===== config.mk =====
export PLATFORM = sky130hd
export DESIGN_NAME = rtcrb_bank
export DESIGN_NICKNAME = d
export VERILOG_FILES = /design/src/rtcrb_pkg.sv /design/src/rtcrb_chan_if.sv /design/src/rtcrb_bank.sv /design/src/rtcrb_channel.sv
export SDC_FILE = /design/constraint.sdc
export NUM_CORES = 1
export LEC_CHECK = 0
export BUFFER_PORTS_ARGS = -buffer_cell sky130_fd_sc_hd__buf_2
export CAP_MARGIN = 0
export CORE_MARGIN = 4
export CORE_UTILIZATION = 55
export DETAILED_ROUTE_END_ITERATION = 10
export GPL_TIMING_DRIVEN = 0
export PLACE_DENSITY = 0.8
export SYNTH_ARGS = -nofsm -noshare
export SYNTH_HDL_FRONTEND = slang
export SYNTH_SLANG_ARGS = --single-unit

===== constraint.sdc =====
create_clock -name sys_clk -period 8.6 [get_ports sys_clk]
set_clock_uncertainty 0.05 [all_clocks]
set_input_delay 1.29 -clock sys_clk [delete_from_list [all_inputs] [get_ports sys_clk]]
set_output_delay 1.29 -clock sys_clk [all_outputs]
set_load 0.005 [all_outputs]

===== src/rtcrb_pkg.sv =====
package rtcrb_pkg;
    localparam int NUM_CH = 4;
    // Register offsets
    localparam logic [7:0] ADDR_RESET_CTRL = 8'h00;
    localparam logic [7:0] ADDR_LOSS_FLAGS = 8'h01;
    localparam logic [7:0] ADDR_RECOV_STATUS = 8'h02;
    localparam logic [7:0] ADDR_FORCED_BOOST = 8'h03;
    localparam logic [7:0] ADDR_BOOST_FORCE_CTRL = 8'h2D;
    localparam logic [7:0] ADDR_CHAN_SELECT = 8'hFF;
    // channel_reset_control fields
    localparam int CORE_RESET_BIT = 3;
    localparam int REGS_RESET_BIT = 2;
    localparam int REFCLK_RESET_BIT = 1;
    localparam int DIVIDER_RESET_BIT = 0;
    localparam logic [7:0] RESET_CTRL_MASK = 8'h0F;
    // channel_loss_flags fields
    localparam int LOCK_LOST_BIT = 4;
    localparam int SIGNAL_LOST_BIT = 0;
    // recovery_status fields
    localparam int ST_PPM_OK_BIT = 7;
    localparam int ST_ADAPT_DONE_BIT = 6;
    localparam int ST_LOCK_FAIL_BIT = 5;
    localparam int ST_LOCKED_BIT = 4;
    localparam int ST_TRANS_MET_BIT = 2;
    localparam int ST_RATE_HIGH_BIT = 1;
    // forced_boost_settings fields, two bits each; force enable bit of the force control register
    localparam int BOOST_STAGE_A_LSB = 6;
    localparam int BOOST_STAGE_B_LSB = 4;
    localparam int BOOST_STAGE_C_LSB = 2;
    localparam int BOOST_STAGE_D_LSB = 0;
    localparam int BOOST_FORCE_EN_BIT = 3;
    // Select register fields
    localparam int BROADCAST_WRITE_BIT = 3;
    localparam int CHANNEL_SET_ENABLE_BIT = 2;
    localparam int TARGET_INDEX_LSB = 0;
    // Reset values and fixed read answers
    localparam logic [7:0] RESET_CTRL_RST = 8'h00;
    localparam logic [7:0] LOSS_FLAGS_RST = 8'h00;
    localparam logic [7:0] RECOV_STATUS_RST = 8'h00;
    localparam logic [7:0] FORCED_BOOST_RST = 8'h00;
    localparam logic FORCE_EN_RST = 1'b0;
    localparam logic [3:0] SELECT_RST = 4'h0;
    localparam logic [7:0] SELECT_READ_VALUE = 8'h00;
    localparam logic [7:0] UNMAPPED_READ_VALUE = 8'h00;
endpackage : rtcrb_pkg


===== src/rtcrb_chan_if.sv =====
`timescale 1ns/1ps
`default_nettype none
interface rtcrb_chan_if;
    logic [7:0] addr;
    logic [7:0] wdata;
    logic wr;
    logic rd;
    logic [7:0] rdata;
    modport bank (output addr, output wdata, output wr, output rd, input rdata);
    modport chan (input addr, input wdata, input wr, input rd, output rdata);
endinterface : rtcrb_chan_if
`default_nettype wire


===== src/rtcrb_bank.sv =====
// What this block does
// Four channel register sets beside shared set.
// Selection persists until select register rewritten.
// Address FF always selects the select register.
// Channel bit 3 holds core in reset.
// Channel bit 2 restores channel register defaults.
// Channel bit 1 resets reference clock domain.
// Channel bit 0 resets divider clock domain.
// Lock loss flag sticky, cleared on read.
// Signal loss flag set after signal lost.
// Status bit 7 shows rate within tolerance.
// Status bit 6 shows adaptation finished.
// Status bit 5 shows signal insufficient.
// Status bit 4 shows recovery locked.
// Status bit 2 shows enough transitions.
// Status bit 1 shows rate too high.
// Forced boost applies only with force enable.
// Channel access needs enable; reads use index.
// Broadcast writes reach all four channels.
// Host writes full select byte, upper zero.
// Writes to read-only bits are ignored.
`timescale 1ns/1ps
`default_nettype none
module rtcrb_bank (
    input wire logic sys_clk, // System clock, 200 MHz
    input wire logic rst, // Async reset, active high
    input wire logic ce, // Clock enable, freezes all state
    input wire logic [7:0] host_addr, // Register address
    input wire logic host_wr, // Write strobe
    input wire logic [7:0] host_wdata, // Write data
    input wire logic host_rd, // Read strobe
    input wire logic [3:0] ppm_ok, // Per channel rate in tolerance
    input wire logic [3:0] adapt_done, // Per channel adaptation done
    input wire logic [3:0] lock_fail, // Per channel signal too poor
    input wire logic [3:0] cdr_locked, // Per channel recovery locked
    input wire logic [3:0] trans_met, // Per channel transitions met
    input wire logic [3:0] rate_high, // Per channel rate too high
    input wire logic [3:0] sig_detect, // Per channel signal present
    input wire logic [31:0] adapt_boost, // Adaptive boost, channel n at [8n+7:8n]
    output logic [7:0] host_rdata, // Read data
    output logic host_rvalid, // Read data valid pulse
    output logic channel_set_enable, // Channel sets selected
    output logic [3:0] core_hold, // Core reset per channel
    output logic [3:0] refclk_domain_reset, // Reference domain reset
    output logic [3:0] divider_domain_reset, // Divider domain reset
    output logic [31:0] eq_boost_out // Boost in use per channel
);
    logic [3:0] select_reg;
    logic broadcast_write;
    logic [1:0] target_channel_index;
    logic select_hit;
    logic [3:0] wr_targets;
    logic [3:0] rd_targets;
    logic [7:0] ch_rdata [rtcrb_pkg::NUM_CH];
    logic [7:0] sel_rdata;

    // Write masks for writes and reads; reads never broadcast
    function automatic logic [3:0] pick_targets(input logic [3:0] sel, input logic hit, input logic allow_all);
        logic [3:0] mask;
        mask = 4'h0;
        if (!hit && sel[rtcrb_pkg::CHANNEL_SET_ENABLE_BIT]) begin
            if (allow_all && sel[rtcrb_pkg::BROADCAST_WRITE_BIT]) begin
                mask = 4'hF;
            end else begin
                mask[sel[1:0]] = 1'b1;
            end
        end
        return mask;
    endfunction : pick_targets

    assign broadcast_write = select_reg[rtcrb_pkg::BROADCAST_WRITE_BIT];
    assign channel_set_enable = select_reg[rtcrb_pkg::CHANNEL_SET_ENABLE_BIT];
    assign target_channel_index = select_reg[rtcrb_pkg::TARGET_INDEX_LSB +: 2];
    assign select_hit = host_addr == rtcrb_pkg::ADDR_CHAN_SELECT;
    assign wr_targets = pick_targets(select_reg, select_hit, 1'b1);
    assign rd_targets = pick_targets(select_reg, select_hit, 1'b0);
    assign sel_rdata = ch_rdata[target_channel_index];

    // Upper four bits are expected zero; they are not stored
    always_ff @(posedge sys_clk or posedge rst) begin
        if (rst) begin
            select_reg <= rtcrb_pkg::SELECT_RST;
        end else if (ce && host_wr && select_hit) begin
            select_reg <= host_wdata[3:0];
        end
    end

    // Select register cannot be read back; it answers a fixed value
    always_ff @(posedge sys_clk or posedge rst) begin
        if (rst) begin
            host_rdata <= rtcrb_pkg::UNMAPPED_READ_VALUE;
            host_rvalid <= 1'b0;
        end else if (ce) begin
            host_rvalid <= host_rd;
            if (host_rd) begin
                if (select_hit) begin
                    host_rdata <= rtcrb_pkg::SELECT_READ_VALUE;
                end else if (channel_set_enable) begin
                    host_rdata <= sel_rdata;
                end else begin
                    host_rdata <= rtcrb_pkg::UNMAPPED_READ_VALUE;
                end
            end
        end
    end

    generate
        for (genvar i = 0; i < rtcrb_pkg::NUM_CH; i++) begin : g_ch
            rtcrb_chan_if ch_bus ();
            assign ch_bus.addr = host_addr;
            assign ch_bus.wdata = host_wdata;
            assign ch_bus.wr = host_wr & wr_targets[i];
            assign ch_bus.rd = host_rd & rd_targets[i];
            assign ch_rdata[i] = ch_bus.rdata;
            rtcrb_channel u_channel (
                .sys_clk(sys_clk),
                .rst(rst),
                .ce(ce),
                .bus(ch_bus.chan),
                .ppm_ok(ppm_ok[i]),
                .adapt_done(adapt_done[i]),
                .lock_fail(lock_fail[i]),
                .cdr_locked(cdr_locked[i]),
                .trans_met(trans_met[i]),
                .rate_high(rate_high[i]),
                .sig_detect(sig_detect[i]),
                .adapt_boost(adapt_boost[8*i +: 8]),
                .core_hold(core_hold[i]),
                .refclk_domain_reset(refclk_domain_reset[i]),
                .divider_domain_reset(divider_domain_reset[i]),
                .eq_boost_out(eq_boost_out[8*i +: 8])
            );
        end
    endgenerate
endmodule : rtcrb_bank
`default_nettype wire


===== src/rtcrb_channel.sv =====
`timescale 1ns/1ps
`default_nettype none
module rtcrb_channel (
    input wire logic sys_clk, // System clock
    input wire logic rst, // Async reset, high
    input wire logic ce, // Clock enable
    rtcrb_chan_if.chan bus, // Access from the bank
    input wire logic ppm_ok, // Rate within tolerance
    input wire logic adapt_done, // Equalizer adaptation done
    input wire logic lock_fail, // Signal too poor for lock
    input wire logic cdr_locked, // Recovery locked
    input wire logic trans_met, // Enough transitions seen
    input wire logic rate_high, // Rate above oscillator limit
    input wire logic sig_detect, // Input signal present
    input wire logic [7:0] adapt_boost, // Adaptive boost setting
    output logic core_hold, // Core state machine reset
    output logic refclk_domain_reset, // Reference clock domain reset
    output logic divider_domain_reset, // Divider domain reset
    output logic [7:0] eq_boost_out // Boost in use
);
    logic [7:0] reset_ctrl_reg;
    logic [7:0] forced_boost_reg;
    logic force_en_reg;
    logic lock_lost_reg;
    logic signal_lost_reg;
    logic lock_seen_reg;
    logic sig_seen_reg;
    logic [7:0] status_reg;
    logic regs_reset;
    logic lock_drop;
    logic sig_drop;
    logic flags_read;

    assign regs_reset = reset_ctrl_reg[rtcrb_pkg::REGS_RESET_BIT];
    assign core_hold = reset_ctrl_reg[rtcrb_pkg::CORE_RESET_BIT];
    assign refclk_domain_reset = reset_ctrl_reg[rtcrb_pkg::REFCLK_RESET_BIT];
    assign divider_domain_reset = reset_ctrl_reg[rtcrb_pkg::DIVIDER_RESET_BIT];
    assign lock_drop = lock_seen_reg & ~cdr_locked;
    assign sig_drop = sig_seen_reg & ~sig_detect;
    assign flags_read = bus.rd && bus.addr == rtcrb_pkg::ADDR_LOSS_FLAGS;

    // Register reset is self-clearing: it restores its own bit too
    always_ff @(posedge sys_clk or posedge rst) begin
        if (rst) begin
            reset_ctrl_reg <= rtcrb_pkg::RESET_CTRL_RST;
        end else if (ce) begin
            if (regs_reset) begin
                reset_ctrl_reg <= rtcrb_pkg::RESET_CTRL_RST;
            end else if (bus.wr && bus.addr == rtcrb_pkg::ADDR_RESET_CTRL) begin
                reset_ctrl_reg <= bus.wdata & rtcrb_pkg::RESET_CTRL_MASK;
            end
        end
    end

    always_ff @(posedge sys_clk or posedge rst) begin
        if (rst) begin
            forced_boost_reg <= rtcrb_pkg::FORCED_BOOST_RST;
            force_en_reg <= rtcrb_pkg::FORCE_EN_RST;
        end else if (ce) begin
            if (regs_reset) begin
                forced_boost_reg <= rtcrb_pkg::FORCED_BOOST_RST;
                force_en_reg <= rtcrb_pkg::FORCE_EN_RST;
            end else if (bus.wr && bus.addr == rtcrb_pkg::ADDR_FORCED_BOOST) begin
                forced_boost_reg <= bus.wdata;
            end else if (bus.wr && bus.addr == rtcrb_pkg::ADDR_BOOST_FORCE_CTRL) begin
                force_en_reg <= bus.wdata[rtcrb_pkg::BOOST_FORCE_EN_BIT];
            end
        end
    end

    // Sticky flags: a new loss wins over a read or register reset in the same cycle
    always_ff @(posedge sys_clk or posedge rst) begin
        if (rst) begin
            lock_seen_reg <= 1'b0;
            sig_seen_reg <= 1'b0;
            lock_lost_reg <= 1'b0;
            signal_lost_reg <= 1'b0;
        end else if (ce) begin
            lock_seen_reg <= cdr_locked;
            sig_seen_reg <= sig_detect;
            lock_lost_reg <= lock_drop | (lock_lost_reg & ~flags_read & ~regs_reset);
            signal_lost_reg <= sig_drop | (signal_lost_reg & ~regs_reset);
        end
    end

    // Status is sampled only; host writes never reach it
    always_ff @(posedge sys_clk or posedge rst) begin
        if (rst) begin
            status_reg <= rtcrb_pkg::RECOV_STATUS_RST;
        end else if (ce) begin
            status_reg <= {ppm_ok, adapt_done, lock_fail, cdr_locked, 1'b0, trans_met, rate_high, 1'b0};
        end
    end

    always_ff @(posedge sys_clk or posedge rst) begin
        if (rst) begin
            eq_boost_out <= rtcrb_pkg::FORCED_BOOST_RST;
        end else if (ce) begin
            eq_boost_out <= force_en_reg ? forced_boost_reg : adapt_boost;
        end
    end

    always_comb begin
        case (bus.addr)
            rtcrb_pkg::ADDR_RESET_CTRL: bus.rdata = reset_ctrl_reg;
            rtcrb_pkg::ADDR_LOSS_FLAGS: bus.rdata = {3'h0, lock_lost_reg, 3'h0, signal_lost_reg};
            rtcrb_pkg::ADDR_RECOV_STATUS: bus.rdata = status_reg;
            rtcrb_pkg::ADDR_FORCED_BOOST: bus.rdata = forced_boost_reg;
            rtcrb_pkg::ADDR_BOOST_FORCE_CTRL: bus.rdata = {4'h0, force_en_reg, 3'h0};
            default: bus.rdata = rtcrb_pkg::UNMAPPED_READ_VALUE;
        endcase
    end
endmodule : rtcrb_channel
`default_nettype wire


* After elaboration in Yosys (flattened, before gate mapping)
Index checks and enable logic that the tools add are counted.
** Operators by class
- Add/subtract/negate cells :: 0
- Multipliers :: 0
- Div/mod/pow operators :: 0
- Order comparisons :: 3
- Equality and inequality tests :: 9
- Shifts and indexed selects :: 0
- Muxes and demuxes :: 46
- Bitwise logic cells :: 53
- Reductions and logical operators :: 47
** Operator list (number)
- $mux 8 :: 24
- $pmux 8 s5 :: 4
- $and 1x1->1 :: 28
- $reduce_bool 2->1 :: 12
- $logic_and 1x1->1 :: 20
- $reduce_and 2->1 :: 9
- $bmux 8 s2 :: 1
- $eq 8x2->1 const B :: 2
- $not 1->1 :: 16
- $mux 1 :: 13
- $mux 4 :: 3
- $reduce_and 3->1 :: 4
- $eq 8x1->1 const B :: 1
- $eq 8x6->1 const B :: 1
- $eq 8x8->1 const B :: 1
- $logic_not 8->1 :: 1
- $ne 2x1->1 const B :: 4
- $or 1x1->1 :: 8
- $ge 3x3->1 const B :: 1
- $lt 2x3->1 const B :: 1
- $not 2->3 :: 1
- $demux 1 s2 :: 1
- $ge 2x1->1 const B :: 1
- $logic_not 1->1 :: 1
** Word-level totals
- Flip-flop bits (word level) :: 153
- Bits in latches :: 0
- Bits in writable memories :: 0
- Memory bits (read-only) :: 0
- Bits of input ports :: 81
- Output and inout bits :: 54
- Word-level logic and storage cells :: 201
- Memories kept :: 0

* Longest topological paths before layout
Gate-level depths: netlist of run 1.
- Word-level depth :: 11
- Depth in mapped cells :: 8
- Mapped depth without buffers :: 5

* Hierarchy
A second synthesis of run 1 with hierarchy kept.
** Unflattened totals
- Cells, all modules :: 793
- Area total of the unflattened synthesis :: 8205.4 µm²
** Modules (own cells, without submodules)
- rtcrb_channel :: times used 4, cells an instance 183, area each 1850.5 µm², seq. area each 750.7 µm²
- rtcrb_bank :: times used 1, cells an instance 61, area each 803.3 µm², seq. area each 325.3 µm²

* Worst setup path after synthesis of run 1
Ideal clock, no wire load.
- Path type :: in2reg
- From :: input port host_addr[0]
- To :: register g_ch[0].u_channel.forced_boost_reg[4]
- Data arrival time :: 2.647 ns
- Required time :: 8.418 ns
- Path slack :: 5.771 ns
- Cell stages on the path :: 7
- Path buffers :: 2
- Path through :: buf_4 > and4_1 > a31o_1 > buf_6 > or3_4 > a22oi_1 > o2bb2ai_1
** Between the ends
- Cells in the longest elaborated chain, start to end :: 8
- Elaborated cells between the ends (all ways) :: 9
** Ends and longest elaborated chain
- from (decl) :: RTL line rtcrb_bank.sv:28 : input wire logic [7:0] host_addr,
- $eq 8x8->1 :: RTL line rtcrb_bank.sv:74 : assign select_hit = host_addr == rtcrb_pkg::ADDR_CHAN_SELECT;
- $logic_not 1->1 :: RTL line rtcrb_bank.sv:61 : if (!hit && sel[rtcrb_pkg::CHANNEL_SET_ENABLE_BIT]) begin
- $logic_and 1x1->1 :: RTL line rtcrb_bank.sv:61
- $mux 4 :: RTL line rtcrb_bank.sv:61
- $and 1x1->1 :: RTL line rtcrb_bank.sv:112 : assign ch_bus.wr = host_wr & wr_targets[i];
- $logic_and 1x1->1 * :: RTL line rtcrb_channel.sv:63 : end else if (bus.wr && bus.addr == rtcrb_pkg::ADDR_FORCED_BOOST) begin
- $reduce_bool 2->1 (no line) *
- $reduce_and 2->1 (no line) *
- to (signal assigned) :: RTL line rtcrb_channel.sv:57 : forced_boost_reg <= rtcrb_pkg::FORCED_BOOST_RST;
- to (signal assigned) :: RTL line rtcrb_channel.sv:61 : forced_boost_reg <= rtcrb_pkg::FORCED_BOOST_RST;
- to (signal assigned) :: RTL line rtcrb_channel.sv:64 : forced_boost_reg <= bus.wdata;
- to (decl) :: RTL line rtcrb_channel.sv:22 : logic [7:0] forced_boost_reg;
Every way passes the cells marked *; elsewhere a longest branch is shown, timed or not.
A chain may end at the register's enable or synchronous reset.

* Worst setup path after layout of run 1
- From :: input port ce
- To :: register host_rvalid
** RTL lines
- from (decl) :: RTL line rtcrb_bank.sv:27 : input wire logic ce,
- to (signal assigned) :: RTL line rtcrb_bank.sv:94 : host_rvalid <= host_rd;
- to (decl) :: RTL line rtcrb_bank.sv:41 : output logic host_rvalid,
No word-level cell between the ends.

==> results of run 1 <==
synthesized netlist by cell type (all sizes together), types with 3 or more instances:
library cell and instances:
nand2 38, o2bb2ai 8, nand4 5, and2 5
o311ai 3, o31ai 4, nor2 51, nor3 14
mux4 8, a21oi 44, o21ai 28, dfrtp 133
mux2i 46, nand3 5, a32o 22, o211ai 3
mux2 41, nor2b 6, inv 4, a221oi 6
a22oi 13, buf 28, a22o 15, clkbuf 24
nand2b 3, or3 4
per-stage QoR:
stage / area [µm²] / std cells / hold WS [ns]
2_1_floorplan: 6502 / 578 / 0.3960
3_3_place_gp: 7332 / 851 / 0.4112
3_5_place_dp: 7365 / 852 / 0.4193
4_1_cts: 7989 / 884 / 0.4320
5_1_grt: 7989 / 884 / 0.4590
6_report: 7989 / 884 / 0.4260
routing by layer:
metal,GRT usage [%],share of wire (%),wire length (µm),up-vias
met2,50.13,47,9849,328
met3,9.793,9.3,1968,58
li1,-,-,-,2440
met4,16.44,4.5,957,0
met5,0,0,0,-
met1,41.89,39,8286,2783
cell type report:
| cell class | instances | area (µm²) | share of cell area [%] |
|---|---|---|---|
| flip-flops and latches | 133 | 3328 | 41.66 |
| clock inverters | 6 | 115.1 | 1.441 |
| plain buffers | 52 | 265.3 | 3.320 |
| multi-input cells | 388 | 2890 | 36.18 |
| clock buffers | 26 | 509.2 | 6.374 |
| well taps | 143 | 178.9 | 2.240 |
| repair buffers | 131 | 678.2 | 8.489 |
| inverters | 5 | 23.77 | 0.2976 |
worst max path at each step:
stage | end | slack [ns] | cells past startpoint
2_1_floorplan | g_ch[0].u_channel.eq_boost_out[0]$_DFFE_PP0P_ | 3.71 | 1
3_3_place_gp | g_ch[1].u_channel.status_reg[2]$_DFFE_PP0P_ | 2.44 | 2
3_5_place_dp | host_rvalid$_DFFE_PP0P_ | 5.19 | 5
4_1_cts | host_rvalid$_DFFE_PP0P_ | 5.61 | 5
5_1_grt | g_ch[2].u_channel.signal_lost_reg$_DFFE_PP0P_ | 5.45 | 6
6_report | host_rvalid$_DFFE_PP0P_ | 5.53 | 5
worst register-to-register path, cell delays in order (launching register included):
cell      delay, ns
dfrtp_1        0.40
buf_1          0.61
clkbuf_1       0.60
a211oi_1       0.18
a21oi_1        0.38
o21ai_0        0.13
power groups by stage:
stage | clock [W] | combinational (W) | sequential [W]
2_1_floorplan | 0 | 0.000130 | 0.000697
3_3_place_gp | 0 | 0.000206 | 0.000699
3_5_place_dp | 0 | 0.000215 | 0.000701
4_1_cts | 0.000766 | 0.000216 | 0.000691
5_1_grt | 0.000801 | 0.000236 | 0.000695
6_report | 0.000767 | 0.000217 | 0.000691
cells by family (layout without fill, tap and decap cells):
| group | count (synthesis) | after routing | synth area share (%) |
|---|---|---|---|
| and+or+nand+nor | 137 | 137 | 10.74 |
| DFF | 133 | 133 | 51.18 |
| buffers and inverters | 57 | 220 | 4.368 |
| muxes | 95 | 95 | 16.95 |
| AOI/OAI and AO/OA | 156 | 156 | 16.76 |
==> results.yml, run 1 <==
run_status:
  outcome: "finished, final reports clean"
finish:
  syn_to_final_growth_pct: 22.86
  final_cell_mix: "buf_2, dfrtp_1, nor2_1"
  drive_above_1_share_pct: 32.79
  diodes: 0
  fill_cells: 882
  fin_nets: 809
  layout_commonest_cell: "buf_2"
  post-route-util_pct: 69.37
grt:
  grt_max_degree: 76
  first_global_vias: 5724
  grt_use_total_pct: 32.54
  grt-ovfl-total: 0
  antenna_found_initial: 0
  grt_pass1_wl_mm: 32.30
power_and_ir_drop:
  pwr-share-clk_pct: 45.8
  ir_worst_vdd_uv: 148.2
  power.total_w: 0.001674
  p_leak_nw: 3.667
  power_density_nw_per_um2: 209.6
  p_comb_share_pct: 12.9
  switching_share_pct: 24.86
  internal-power_w: 0.001258
  p_sw_w: 0.0004162
  power_frac_seq_pct: 41.3
cts:
  htree_levels: 4
  clkTransAtPathRegs_ns: 0.06
  cts_tree: "built"
  holdBufCountCts: 0
  cts.sinks: 133
  root_buffer: "clkbuf_16"
  clk_path_buf_depth: 2
  post-cts-setup-buffers: 0
  post_cts_resized: 0
  clk_latency_ns: 0.42
  numCtsBuffers: 17
logic_synthesis:
  async_flop_share_pct: 100.0
  postSynthAreaPerCell_um2: 11.25
  synthFlopType: "dfrtp_1"
  ys_seq_area_share_pct: 51.18
  yosysWarnings: 0
  synth_edf_count: 0
  synth_top_area_cell: "dfrtp_1"
  ys_ff_latch: 133
  synth_top_area_share_pct: 51.18
  syn-cell-area_um2: 6502
  syn_nets: 659
  synthTopCellsByArea: "dfrtp_1, mux2_2, mux2i_1"
  postSynthCellCount: 578
  synth_cell_types: 51
setup_path:
  slowest_stage: "clkbuf_1"
  r2r_start: "select_reg[1]$_DFFE_PP0P_"
  required_ns: 8.82
  cp.arrival_ns: 3.29
  ff2ff_path_depth: 5
  path_buf_inv: 4
  crit_top_cell: "clkbuf_1"
  critPathMaxStageDelay_ns: 0.66
  worstSetupStartpointType: "input pin"
  crit_type: "in2reg"
  crit_fanout: 10
  rrSetupSlack_ns: 6.12
  endpoint_kind: "flip-flop"
  reg2reg_to: "host_rdata[4]$_DFFE_PP0P_"
  path_cells: "buf_2 > clkbuf_1 > clkbuf_1 > clkbuf_1 > o21ai_0"
  crit_start: "ce"
  cp_top_family: "buffers and inverters"
worst_hold_path:
  worstHoldStart: "host_rdata[1]$_DFFE_PP0P_"
  hp-class: "reg2reg"
  min_to: "host_rdata[1]$_DFFE_PP0P_"
  hold_depth: 2
sta:
  hold_violations: 0
  rsz0062_at_grt: "false"
  setup-violations-final: 0
  report.final.slew_viol_count: 0
  relSlewSlack_pct: 32.56
  fin_crit_sh_pct: 35.71
  worst_slack_ns: 5.529
  worst_slew_pin_slew_ns: 1.012
  fmax_ghz: 0.3256
  setup-tns-final_ns: 0
  layout_min_cycle_time_ns: 3.071
routing:
  ant_nets: 0
  via_per_inst: 6.345
  drc: 0
  vias: 5609
  first_pass_iters: 5
  drt_wl_total_mm: 21.06
  wl_per_cell_um: 23.83
  drt_iter0_markers: 558
floorplanning:
  start_util_pct: 56.46
  row_count: 39
  die-width_um: 116.7
  ios: 135
  die_h_um: 116.7
  coreArea_um2: 11520
  die-area_um2: 13630
place:
  gp_congestion: 0.9065
  dp_hpwl_mm: 15.34
  port_buffers: 130
  pre_cts_ws_ns: 5.190
flow_run:
  cap_violations: 0
(Power assumes the default switching activity.)
==> run 2: changes to the inputs <==
- CORE_UTILIZATION: 55 -> 50
- PLACE_DENSITY: 0.8 -> 0.77
- clock period: 8.6 -> 2.6 ns (I/O delays scaled with it)
==> run 2 against run 1 <==
- first-iteration DRC count is 9.0% lower
- wire length fell by 1.4%
- total power increased to 3.2 times the previous value
- hold slack got worse by 0.31 ns
- register-to-register slack got worse by 5.9 ns
- critical path type is now reg2reg
- critical endpoint is now host_rdata[4]$_DFFE_PP0P_
==> results.yml, run 2 (same netlist as run 1, synthesis figures left out) <==
finish:
  syn_to_final_growth_pct: 23.55
  drive_above_1_share_pct: 33.47
  diodes: 0
  post-route-util_pct: 63.40
  final_cells: 916
  design_area_um2: 8034
  layout_commonest_cell: "buf_2"
  fin_nets: 812
  final_cell_mix: "buf_2, dfrtp_1, nor2_1"
place:
  port_buffers: 130
  place_area_um2: 7432
  gp_congestion: 0.9290
  dp_hpwl_mm: 15.44
  dp_cells: 883
grt:
  grt_pass1_wl_mm: 31.64
  grt-ovfl-total: 0
  grt_max_degree: 45
  grt_use_total_pct: 28.83
  antenna_found_initial: 0
  first_global_vias: 5605
sta:
  fin_crit_sh_pct: 90.97
  whs_ns: 0.1197
  fmax_ghz: 0.4228
  layout_min_cycle_time_ns: 2.365
  rsz0062_at_grt: "false"
  report.final.slew_viol_count: 0
  setup-violations-final: 0
  relSlewSlack_pct: 39.46
  worst_slew_pin_slew_ns: 0.9081
  hold_violations: 0
setup_path:
  critPathMaxStageDelay_ns: 0.60
  endpoint_kind: "flip-flop"
  cp_top_family: "buffers and inverters"
  path_buf_inv: 2
  crit_type: "reg2reg"
  cp.arrival_ns: 2.61
  slowest_stage: "buf_1"
  path_cells: "buf_1 > clkbuf_1 > a211oi_1 > a21oi_1 > o21ai_0"
  worstSetupStartpointType: "flip-flop"
  crit_fanout: 10
  required_ns: 2.84
run_status:
  outcome: "finished, final reports clean"
power_and_ir_drop:
  internal-power_w: 0.003972
  switching_share_pct: 26.43
  power_frac_seq_pct: 42.3
  power_density_nw_per_um2: 671.9
  power.total_w: 0.005398
  p_leak_nw: 3.666
  ir_worst_vdd_uv: 457.4
  p_comb_share_pct: 13.3
  pwr-share-clk_pct: 44.3
  p_sw_w: 0.001427
routing:
  drt_wl_total_mm: 20.76
  drc: 0
  wl_per_cell_um: 22.67
  ant_nets: 0
  via_per_inst: 6.032
  vias: 5525
  first_pass_iters: 5
  drt_iter0_markers: 508
worst_hold_path:
  hp-class: "in2reg"
cts:
  clkTransAtPathRegs_ns: 0.06
  cts_tree: "built"
  htree_levels: 4
  root_buffer: "clkbuf_16"
  clk_path_buf_depth: 2
  clk_latency_ns: 0.42
  cts.sinks: 133
  numCtsBuffers: 17
floorplanning:
  ios: 135
  start_util_pct: 51.32
  coreArea_um2: 12670
  die_h_um: 122.0
  row_count: 41
  die-width_um: 122.0
  die-area_um2: 14890
flow_run:
  cap_violations: 0
==> run 2: metrics by stage <==
stage	setup WS (ns)	TNS [ns]
after floorplan	0.5088	0
after global placement	-0.2348	-30.11
after detailed placement	0.06961	0
after CTS	0.3228	0
after global routing	0.1158	0
final	0.2348	0
==> run 2: worst register-to-register path: cells and delay by family (launching register included) <==
kind                   cells  cell delay [ns]
AOI/OAI and AO/OA          3             0.60
DFF                        1             0.40
buffers and inverters      2             1.18
==> run 2: final timing paths <==
path	cells after the start	from	slack, ns	end
worst max-delay path	5	select_reg[1]$_DFFE_PP0P_	0.23	host_rdata[4]$_DFFE_PP0P_
min in group asynchronous	3	rst	0.53	g_ch[3].u_channel.status_reg[6]$_DFFE_PP0P_
max in group asynchronous	5	rst	1.15	g_ch[3].u_channel.reset_ctrl_reg[3]$_DFFE_PP0P_
worst min register to register	2	host_rdata[1]$_DFFE_PP0P_	0.42	host_rdata[1]$_DFFE_PP0P_
worst max register to register	5	select_reg[1]$_DFFE_PP0P_	0.23	host_rdata[4]$_DFFE_PP0P_
worst min-delay path	2	sig_detect[1]	0.12	g_ch[1].u_channel.signal_lost_reg$_DFFE_PP0P_
==> run 2: timing repair <==
action,CTS,global route
hold buffers,1,0
gates resized for setup,0,0
setup buffers,0,0
endpoints found under the hold margin,22,0
==> run 2: metal layers <==
metal / wire [µm] / up-vias / part of all wire [%] / global-route usage, %
li1: - / 2457 / - / -
met1: 8615 / 2770 / 41 / 38.04
met2: 9927 / 256 / 48 / 46.65
met3: 1684 / 42 / 8.1 / 6.778
met4: 537 / 0 / 2.6 / 10.71
met5: 0 / - / 0 / 0
==> run 2: final cells by class <==
class,count,area (µm²)
Inverter,5,22.52
Clock inverter,14,152.6
Sequential cell,133,3328
Fill cell,1050,4637
Buffer,52,265.3
Multi-Input combinational cell,388,2890
Tap cell,172,215.2
Timing Repair Buffer,134,720.7
Clock buffer,18,439.2
==> run 2: power by group through the flow <==
| stage | Clock (W) | Sequential, W | Combinational, W |
|---|---|---|---|
| after detailed placement | 0 | 0.00232 | 0.000715 |
| after floorplan | 0 | 0.00231 | 0.000430 |
| after global placement | 0 | 0.00231 | 0.000680 |
| after global routing | 0.00250 | 0.00230 | 0.000780 |
| after CTS | 0.00242 | 0.00228 | 0.000718 |
| final | 0.00239 | 0.00229 | 0.000719 |
==> run 3: changes to the inputs <==
==> constraint.sdc (replaced) <==
create_clock -name sys_clk -period 2.6 [get_ports sys_clk]
set_clock_uncertainty 0.05 [all_clocks]
set_input_delay 0.26 -clock sys_clk [delete_from_list [all_inputs] [get_ports sys_clk]]
set_output_delay 0.26 -clock sys_clk [all_outputs]
set_load 0.005 [all_outputs]
==> run 3 against run 2 <==
- core utilization rose by 0.47 points
- non-clock buffer count rose by 6
- flip-flop and latch count did not move
- critical path depth did not move
- critical path type unchanged
- critical endpoint unchanged
==> results.yml, run 3 (same netlist as run 1, synthesis figures left out) <==
cts:
  root_buffer: "clkbuf_16"
  numCtsBuffers: 17
  cts.sinks: 133
  htree_levels: 4
  clk_path_buf_depth: 2
  clkTransAtPathRegs_ns: 0.06
  post-cts-setup-buffers: 0
  cts_tree: "built"
  clk_latency_ns: 0.42
routing:
  drc: 0
  ant_nets: 0
  drt_iter0_markers: 500
  wl_per_cell_um: 22.59
  drt_wl_total_mm: 20.83
  first_pass_iters: 5
  vias: 5536
  via_per_inst: 6.004
grt:
  grt_max_degree: 45
  grt-ovfl-total: 0
  grt_use_total_pct: 28.98
  grt_pass1_wl_mm: 31.85
  antenna_found_initial: 0
  first_global_vias: 5645
finish:
  diodes: 0
  syn_to_final_growth_pct: 24.48
  fill_cells: 1046
  fin_nets: 818
  seqCellArea_um2: 3328
  final_cell_mix: "buf_2, dfrtp_1, nor2_1"
  multi_input_area_um2: 2890
  drive_above_1_share_pct: 33.20
  layout_commonest_cell: "buf_2"
worst_hold_path:
  hp-class: "in2reg"
place:
  dp_hpwl_mm: 15.44
  port_buffers: 130
  gp_congestion: 0.9290
  pre_cts_ws_ns: 0.1996
setup_path:
  required_ns: 2.85
  endpoint_kind: "flip-flop"
  path_buf_inv: 2
  slowest_stage: "buf_1"
  crit_top_cell: "a21oi_1"
  crit_type: "reg2reg"
  cp.arrival_ns: 2.61
  worstSetupStartpointType: "flip-flop"
  path_cells: "buf_1 > clkbuf_1 > a21oi_1 > a21oi_1 > o21ai_0"
  crit_fanout: 10
  cp_top_family: "buffers and inverters"
  critPathMaxStageDelay_ns: 0.61
power_and_ir_drop:
  p_leak_nw: 3.691
  power_density_nw_per_um2: 668.7
  ir_worst_vdd_uv: 456.1
floorplanning:
  row_count: 41
  start_util_pct: 51.32
  die-width_um: 122.0
  die-area_um2: 14890
  ios: 135
  die_h_um: 122.0
  coreArea_um2: 12670
sta:
  whs_ns: 0.01616
  worst_slew_pin_slew_ns: 0.9188
  hold_violations: 0
  fmax_ghz: 0.4237
  worst_slack_ns: 0.2397
  report.final.slew_viol_count: 0
  relSlewSlack_pct: 38.75
  layout_min_cycle_time_ns: 2.360
  rsz0062_at_grt: "false"
  fin_crit_sh_pct: 90.78
  setup-violations-final: 0
run_status:
  outcome: "finished, final reports clean"
flow_run:
  cap_violations: 0
==> run 3: cell count changes in the layout (fill, tap and decap cells not counted) <==
cell,previous run,this run
dlygate4sd3_1,1,7
==> run 3: area by class of cell <==
type                       count  area share (%)
buffer                        52           3.277
inverter                       5          0.2783
timing repair buffer         140           9.646
sequential                   133           41.12
clock buffer                  18           5.426
clock inverter                14           1.886
multi-input combinational    388           35.71
tap                          172           2.659
==> run 3: worst paths after layout <==
| kind | slack (ns) | endpoint | start | cells after the start |
|---|---|---|---|---|
| max | 0.24 | host_rdata[4]$_DFFE_PP0P_ | select_reg[1]$_DFFE_PP0P_ | 5 |
| min | 0.02 | g_ch[0].u_channel.status_reg[6]$_DFFE_PP0P_ | adapt_done[0] | 2 |
| max reg2reg | 0.24 | host_rdata[4]$_DFFE_PP0P_ | select_reg[1]$_DFFE_PP0P_ | 5 |
| min reg2reg | 0.43 | host_rdata[1]$_DFFE_PP0P_ | host_rdata[1]$_DFFE_PP0P_ | 2 |
| max in group asynchronous | 1.28 | g_ch[3].u_channel.lock_lost_reg$_DFFE_PP0P_ | rst | 5 |
| min in group asynchronous | 0.40 | g_ch[3].u_channel.status_reg[6]$_DFFE_PP0P_ | rst | 3 |
==> run 3: metal layers <==
metal  track usage (%)  vias to the layer above  share of wire (%)
met5                 0                        -                  0
met4             10.78                        0                2.7
met3             6.546                       38                7.5
met2             46.89                      245                 48
met1             38.44                     2784                 42
li1                  -                     2469                  -
==> run 3: power by group <==
group / total (W) / internal [W] / switching (W)
Combinational: 0.000726 / 0.000328 / 0.000398
Sequential: 0.00229 / 0.00220 / 0.0000818
Clock: 0.00240 / 0.00145 / 0.000956
==> run 3: repair_timing <==
action                                  4_1_cts  5_1_grt
hold endpoints to repair                     28        0
hold buffers                                  7        0
endpoints found under the setup margin        0        0
resized for setup                             0        0
==> run 3: metrics by stage <==
step / instance area [µm²] / utilization [%] / total power (W) / setup TNS [ns] / instances
final: 8094 / 63.88 / 0.005413 / 0 / 922
after global placement: 7372 / 58.18 / 0.002992 / -12.82 / 880
after detailed placement: 7432 / 58.66 / 0.003034 / 0 / 883
after floorplan: 6506 / - / 0.002737 / 0 / 578
after CTS: 8094 / 63.88 / 0.005429 / 0 / 922
after global routing: 8094 / 63.88 / 0.005589 / 0 / 922
